<file path="src/mdf_pkg.sv">
// Constants and types for the modem deviation and channel filter config.
// Assumes an APB master with 32-bit data; registers sit in the low byte.
// Summary of operation
// - Deviation bit 7 set enables Gaussian shaping of transmitted data.
// - Tx deviation is Fref times mantissa times 2^(exponent-16 or -15).
// - Zero tx mantissa selects on-off keying in receive and transmit.
// - Settle field: 0 off, 1/2/3 average over 1/2/4 bit pairs.
// - Rx deviation is baud times mantissa times 2^(exponent-3) over 3.
// - Decimator input is left-shifted by the decimator_input_shift field.
// - Decimation divisor is code plus one; bandwidth 307.2 kHz over it.
// - Baud rate is the baud-base modem clock divided by eight.
package mdf_pkg;
  // Register indices; each byte address is four times its index.
  localparam logic [9:0]  TX_DEV_IDX   = 10'h00E;
  localparam logic [9:0]  AFC_RX_IDX   = 10'h00F;
  localparam logic [9:0]  FILTER_IDX   = 10'h010;
  localparam logic [11:0] TX_DEV_OFS   = {TX_DEV_IDX, 2'b00};
  localparam logic [11:0] AFC_RX_OFS   = {AFC_RX_IDX, 2'b00};
  localparam logic [11:0] FILTER_OFS   = {FILTER_IDX, 2'b00};
  localparam logic [7:0]  TX_DEV_RST   = 8'hE8;
  localparam logic [7:0]  AFC_RX_RST   = 8'h9C;
  localparam logic [7:0]  FILTER_RST   = 8'h00;
  localparam logic [7:0]  FILTER_WMASK = 8'hE7;
  localparam int          TX_SHAPE_BIT = 7;
  localparam int          FILT_SKIP_BIT = 7;
  localparam logic [4:0]  TX_LO_BIAS   = 5'h10;
  localparam logic [4:0]  TX_HI_BIAS   = 5'h0F;
  localparam logic [1:0]  RX_BIAS      = 2'h3;
  localparam int          BAUD_DIV     = 8;
  localparam int          BAUD_DIV_W   = 3;
  localparam logic [11:0] APB_AMASK    = 12'hFFF;

  typedef struct packed {
    logic       shape_en;
    logic [2:0] exponent;
    logic [3:0] mantissa;
  } mdf_tx_dev_t;

  typedef struct packed {
    logic [1:0] settle_sel;
    logic [1:0] exponent;
    logic [3:0] mantissa;
  } mdf_afc_t;

  typedef struct packed {
    logic       analog_skip;
    logic [1:0] decimator_input_shift;
    logic [1:0] rsvd;
    logic [2:0] decimation_divisor;
  } mdf_filter_t;

  typedef enum logic [1:0] {
    MDF_AFC_OFF = 2'b00,
    MDF_AFC_1   = 2'b01,
    MDF_AFC_2   = 2'b10,
    MDF_AFC_4   = 2'b11
  } mdf_settle_t;
endpackage

</file>
<file path="src/mdf_baud_div.sv">
// Baud tick generator: divides the modem clock enable by eight.
// Assumes MODEM_TICK is a one-cycle enable on the same clock.
`timescale 1ns/1ps
module mdf_baud_div
(
  // Clock and reset
  input  wire logic clk,
  input  wire logic rst,
  input  wire logic ce,
  // Modem clock enable in, baud enable out
  input  wire logic modem_tick,
  output logic      baud_tick
);
  logic [mdf_pkg::BAUD_DIV_W-1:0] cnt_r;

  always_ff @(posedge clk or posedge rst)
  begin
    if (rst)
    begin
      cnt_r     <= '0;
      baud_tick <= 1'b0;
    end
    else if (ce)
    begin
      baud_tick <= 1'b0;
      if (modem_tick)
      begin
        cnt_r <= cnt_r + 3'h1;
        baud_tick <= (cnt_r == 3'(mdf_pkg::BAUD_DIV - 1));
      end
    end
  end
endmodule

</file>
<file path="src/mdf_top.sv">
// Register bank for the modem deviation, AFC and channel filter settings.
// Assumes an APB master on MCLK and synchronous upstream sample strobes.
`timescale 1ns/1ps
module mdf_top
(
  // Clock, reset, enable
  input  wire logic        MCLK,
  input  wire logic        RESET,
  input  wire logic        CLK_EN,
  // APB slave
  input  wire logic        PSEL,
  input  wire logic        PENABLE,
  input  wire logic        PWRITE,
  input  wire logic [11:0] PADDR,
  input  wire logic [31:0] PWDATA,
  output logic             PREADY,
  output logic [31:0]      PRDATA,
  output logic             PSLVERR,
  // Modem timing and data path
  input  wire logic        MODEM_TICK,
  input  wire logic        HIGH_BAND,
  input  wire logic [7:0]  DEC_SAMPLE,
  // Decoded settings, shifted decimator sample and baud tick
  output logic             GAUSS_EN,
  output logic             OOK_EN,
  output logic [4:0]       TX_DEV_SHIFT,
  output logic [3:0]       TX_DEV_MANT,
  output logic [2:0]       AFC_AVG_PAIRS,
  output logic             AFC_EN,
  output logic [1:0]       RX_DEV_SHIFT,
  output logic [3:0]       RX_DEV_MANT,
  output logic             ANALOG_SKIP,
  output logic [10:0]      DEC_SHIFTED,
  output logic [3:0]       DEC_DIVISOR,
  output logic             BAUD_TICK
);
  mdf_pkg::mdf_tx_dev_t tx_r;
  mdf_pkg::mdf_afc_t    afc_r;
  mdf_pkg::mdf_filter_t filt_r;
  logic                 setup;
  logic                 wr_en;
  logic [7:0]           rd_nxt;
  logic                 hit;

  // Averaging depth in bit pairs for a settle code; zero means off.
  function automatic logic [2:0] pairs_of(input logic [1:0] code);
    case (mdf_pkg::mdf_settle_t'(code))
      mdf_pkg::MDF_AFC_1: pairs_of = 3'h1;
      mdf_pkg::MDF_AFC_2: pairs_of = 3'h2;
      mdf_pkg::MDF_AFC_4: pairs_of = 3'h4;
      default:            pairs_of = 3'h0;
    endcase
  endfunction

  assign setup = PSEL && !PENABLE;
  assign wr_en = PSEL && PENABLE && PWRITE && PREADY;

  always_comb
  begin
    hit    = 1'b1;
    rd_nxt = 8'h00;
    case (PADDR & mdf_pkg::APB_AMASK)
      mdf_pkg::TX_DEV_OFS: rd_nxt = tx_r;
      mdf_pkg::AFC_RX_OFS: rd_nxt = afc_r;
      mdf_pkg::FILTER_OFS: rd_nxt = filt_r & mdf_pkg::FILTER_WMASK;
      default:             hit = 1'b0;
    endcase
  end

  // No wait states: PREADY rises in the first access cycle.
  always_ff @(posedge MCLK or posedge RESET)
  begin
    if (RESET)
    begin
      PREADY  <= 1'b0;
      PRDATA  <= 32'h0000_0000;
      PSLVERR <= 1'b0;
    end
    else if (CLK_EN)
    begin
      PREADY  <= setup;
      PSLVERR <= setup && !hit;
      if (setup && !PWRITE)
        PRDATA <= {24'h00_0000, rd_nxt};
    end
  end

  always_ff @(posedge MCLK or posedge RESET)
  begin
    if (RESET)
    begin
      tx_r   <= mdf_pkg::TX_DEV_RST;
      afc_r  <= mdf_pkg::AFC_RX_RST;
      filt_r <= mdf_pkg::FILTER_RST;
    end
    else if (CLK_EN && wr_en)
    begin
      case (PADDR & mdf_pkg::APB_AMASK)
        mdf_pkg::TX_DEV_OFS: tx_r  <= PWDATA[7:0];
        mdf_pkg::AFC_RX_OFS: afc_r <= PWDATA[7:0];
        mdf_pkg::FILTER_OFS: filt_r <= PWDATA[7:0] & mdf_pkg::FILTER_WMASK;
        default: ;
      endcase
    end
  end

  always_ff @(posedge MCLK or posedge RESET)
  begin
    if (RESET)
    begin
      GAUSS_EN      <= 1'b1;
      OOK_EN        <= 1'b0;
      TX_DEV_SHIFT  <= 5'h0A;
      TX_DEV_MANT   <= 4'h8;
      AFC_AVG_PAIRS <= 3'h2;
      AFC_EN        <= 1'b1;
      RX_DEV_SHIFT  <= 2'h2;
      RX_DEV_MANT   <= 4'hC;
      ANALOG_SKIP   <= 1'b0;
      DEC_DIVISOR   <= 4'h1;
    end
    else if (CLK_EN)
    begin
      GAUSS_EN     <= tx_r.shape_en;
      OOK_EN       <= (tx_r.mantissa == 4'h0);
      // Right-shift amount applied to Fref*mantissa.
      TX_DEV_SHIFT <= (HIGH_BAND ? mdf_pkg::TX_HI_BIAS
                                 : mdf_pkg::TX_LO_BIAS)
                      - {2'b00, tx_r.exponent};
      TX_DEV_MANT  <= tx_r.mantissa;
      AFC_AVG_PAIRS <= pairs_of(afc_r.settle_sel);
      AFC_EN       <= (afc_r.settle_sel != 2'b00);
      RX_DEV_SHIFT <= mdf_pkg::RX_BIAS - afc_r.exponent;
      RX_DEV_MANT  <= afc_r.mantissa;
      ANALOG_SKIP  <= filt_r.analog_skip;
      DEC_DIVISOR  <= {1'b0, filt_r.decimation_divisor} + 4'h1;
    end
  end

  always_ff @(posedge MCLK or posedge RESET)
  begin
    if (RESET)
      DEC_SHIFTED <= 11'h000;
    else if (CLK_EN)
      DEC_SHIFTED <= {3'b000, DEC_SAMPLE} << filt_r.decimator_input_shift;
  end

  mdf_baud_div u_baud
  (
    .clk        (MCLK),
    .rst        (RESET),
    .ce         (CLK_EN),
    .modem_tick (MODEM_TICK),
    .baud_tick  (BAUD_TICK)
  );
endmodule

</file>
<file path="config.mk">
export PLATFORM = sky130hd
export DESIGN_NAME = mdf_top
export DESIGN_NICKNAME = d
export VERILOG_FILES = /design/src/mdf_pkg.sv /design/src/mdf_baud_div.sv /design/src/mdf_top.sv
export SDC_FILE = /design/constraint.sdc
export NUM_CORES = 1
export LEC_CHECK = 0
export ABC_AREA = 1
export BUFFER_PORTS_ARGS = -buffer_cell sky130_fd_sc_hd__buf_2
export CORE_ASPECT_RATIO = 0.9
export CORE_MARGIN = 2
export CORE_UTILIZATION = 50
export DETAILED_ROUTE_END_ITERATION = 10
export PLACE_DENSITY_LB_ADDON = 0.12
export SLEW_MARGIN = 20
export SYNTH_ARGS = -nofsm -noshare
export SYNTH_HDL_FRONTEND = slang
export SYNTH_SLANG_ARGS = --single-unit
</file>
<file path="constraint.sdc">
create_clock -name MCLK -period 2.7 [get_ports MCLK]
set_input_delay 0.405 -clock MCLK [delete_from_list [all_inputs] [get_ports MCLK]]
set_output_delay 0.405 -clock MCLK [all_outputs]
set_load 0.005 [all_outputs]
</file>
==> flow_summary.toml <==
[synth]
synth_area_leader_cell = "dfrtp_1"
yosysWarnings = 0
yosysSeqAreaShare_pct = 51.09
syn_avg_cell_area_um2 = 8.722
synth_cells = 415
ys_seq_elements = 73
ys_top_cells_by_area = "dfrtp_1 (38%), nand2_1 (15%), dfstp_2 (13%), nand3_1 (5.3%), buf_4 (5.0%)"
yosysUniqueCellTypes = 34
synth_top_area_share_pct = 38.02
syn_area_um2 = 3620

[timing]
rsz0062_at_grt = "false"
worst_pin_slew_ns = 0.6474
layout_min_cycle_time_ns = 1.641
max_freq_ghz = 0.6093
finalWorstSetupSlack_ns = 1.059
fin_crit_sh_pct = 60.79
clock_skew_ns = 0.007470
maxSlewHeadroom_pct = 56.78
drv_slew = 0
setup_viol = 0
tns_ns = 0
final_hold_viol_count = 0

[detailed_routing]
via_count = 2910
wl_per_cell_um = 13.02
firstDrtPassIters = 4
final_antenna_net_count = 0
drt_iter0_markers = 141
via_per_inst = 4.883
wl_um = 7762
drcViolationCount = 0

[critical_path]
r2r-start = "PREADY"
worstRegToRegCells = 5
cp.arrival_ns = 1.85
cp-end-kind = "flip-flop"
r2r_slack_ns = 1.06
worst_ep_required_time_ns = 2.91
path_max_fanout = 12
crit_start = "PREADY"
critPathKind = "reg -> reg"
r2r-end = "filt_r[2]"
crit_end = "filt_r[2]"
start_kind = "flip-flop"

[global_routing]
grt_usage_pct = 20.88
grt_pass1_wl_um = 13010
grt_max_degree = 46
antenna_found_initial = 0
grt-ovfl-total = 0
grt_pass1_vias = 2701

[floorplanning]
ios = 132
die_h_um = 84.72
core-area_um2 = 7039
initial_utilization_pct = 51.42
die_area_um2 = 7937
rows = 29
die_w_um = 93.69

[cells_and_area]
drive_gt1_share_pct = 29.22
final_common_cell = "nand2_1"
utilization_pct = 59.97
areaGrowthSynthToFinish_pct = 16.63
nets = 566
layout_common_cells = "nand2_1 (142), buf_2 (83), dfrtp_1 (55), nand3_1 (38), inv_1 (32)"
num_antenna_cells = 0

[power_and_ir_drop]
seqPwrFrac_pct = 51.2
combPwrFrac_pct = 10.0
power_mw = 2.292
p_int_mw = 1.718
vdd_drop_max_mv = 0.4125
powerDensity_nw_per_um2 = 542.8
p_sw_mw = 0.5736
clkPwrFrac_pct = 38.8
leakage_nw = 2.246
switching_share_pct = 25.03

[hold_path]
min_path_type = "in -> async"

[clock_network]
postCtsSetupBuffers = 0
cts_root_buf = "clkbuf_8"
clockBufferDepth = 2
cts_made_buffers = 9
worst_setup_hold_path_clk_slew_ns = 0.08
hold_buffers = 0
cts_tree = "yes"
cts.sink_count = 73
cts_resized = 0
clock_latency_ns = 0.34
htree_levels = 3

[placed_design]
dp_hpwl_um = 5563
portBuffers = 83
place_ws_ns = 0.7131
gp_congestion = 0.8885

[job]
cap_violations = 0

[outcome]
status = "finished, final reports clean"
[area by class of cell]
type	count	area (um^2)
timing repair buffer	87	457.9
fill	645	2818
clock buffer	11	151.4
tap	93	116.4
clock inverter	5	53.80
multi-input combinational	293	1465
sequential	73	1849
inverter	34	127.6
[power groups by stage]
stage	Sequential, mW	Combinational [mW]	Clock, mW
final	1.17	0.229	0.889
after global routing	1.18	0.266	0.953
after CTS	1.17	0.233	0.901
after detailed placement	1.19	0.233	0
after global placement	1.19	0.226	0
after floorplan	1.19	0.162	0
[cell usage after synthesis (all sizes together)]
cell type	n
clkbuf	3
or2	1
nor2	17
conb	1
nand3	40
dfrtp	55
dfstp	18
ha	7
mux2i	1
a21oi	1
mux2	2
o221ai	2
a21o	1
nand2	142
o211ai	3
fa	1
o21a	1
nor3	1
xor2	1
a22o	1
o21ai	43
buf	35
inv	34
o31ai	2
xnor2	2
[metal layers]
metal	up-vias	part of all wire, %	global-route usage (%)
li1	1453	-	-
met1	1351	48	30.86
met2	96	44	30.97
met3	10	6.0	3.950
met4	0	1.5	7.246
met5	-	0	0
[logic make-up after synthesis]
group                      share of synthesized area, %
AOI/OAI and AO/OA                                 9.713
xor gates and xnor gates                         0.7260
adders and majority gates                         2.973
buffers and inverters                             10.82
DFF                                               51.09
muxes                                            0.8987
other                                            0.1036
and+or+nand+nor                                   23.68
[worst max-delay path, stage by stage, from the launching register on]
cell and delay [ns]:
dfrtp_1 0.34, inv_1 0.07, nor3_4 0.29, nand3_1 0.51, nand2_1 0.23, o21ai_2 0.07
[flip-flops by register name (all words and copies together), names as in the netlist, 2 cells and up]
name and count:
TX_DEV_MANT 4, RX_DEV_MANT 4, RX_DEV_SHIFT 2, afc_r 8
u_baud.cnt_r 3, AFC_AVG_PAIRS 3, PRDATA 8, tx_r 8
DEC_DIVISOR 4, DEC_SHIFTED 11, filt_r 6, TX_DEV_SHIFT 5
[how the worst min path moves through the flow]
| stage | start | end | slack, ns | cells after the start |
|---|---|---|---|---|
| detailed placement | afc_r[5] | RX_DEV_SHIFT[1] | 0.45 | 1 |
| global placement | TX_DEV_SHIFT[1] | TX_DEV_SHIFT[1] | 0.45 | 2 |
| global route | RESET | TX_DEV_SHIFT[4] | 0.19 | 2 |
| finish | RESET | TX_DEV_SHIFT[4] | 0.14 | 2 |
| CTS | RESET | TX_DEV_SHIFT[4] | 0.15 | 2 |
| floorplan | afc_r[5] | RX_DEV_SHIFT[1] | 0.43 | 1 |
[per-stage QoR]
stage / instance area (um^2) / hold slack (ns) / cells
after global placement: 4016 / 0.4528 / 580
after CTS: 4222 / 0.1512 / 596
after detailed placement: 4016 / 0.4544 / 580
final: 4222 / 0.1376 / 596
after floorplan: 3706 / 0.4267 / 438
after global routing: 4222 / 0.1908 / 596
Power figures use the tool's default switching activity.
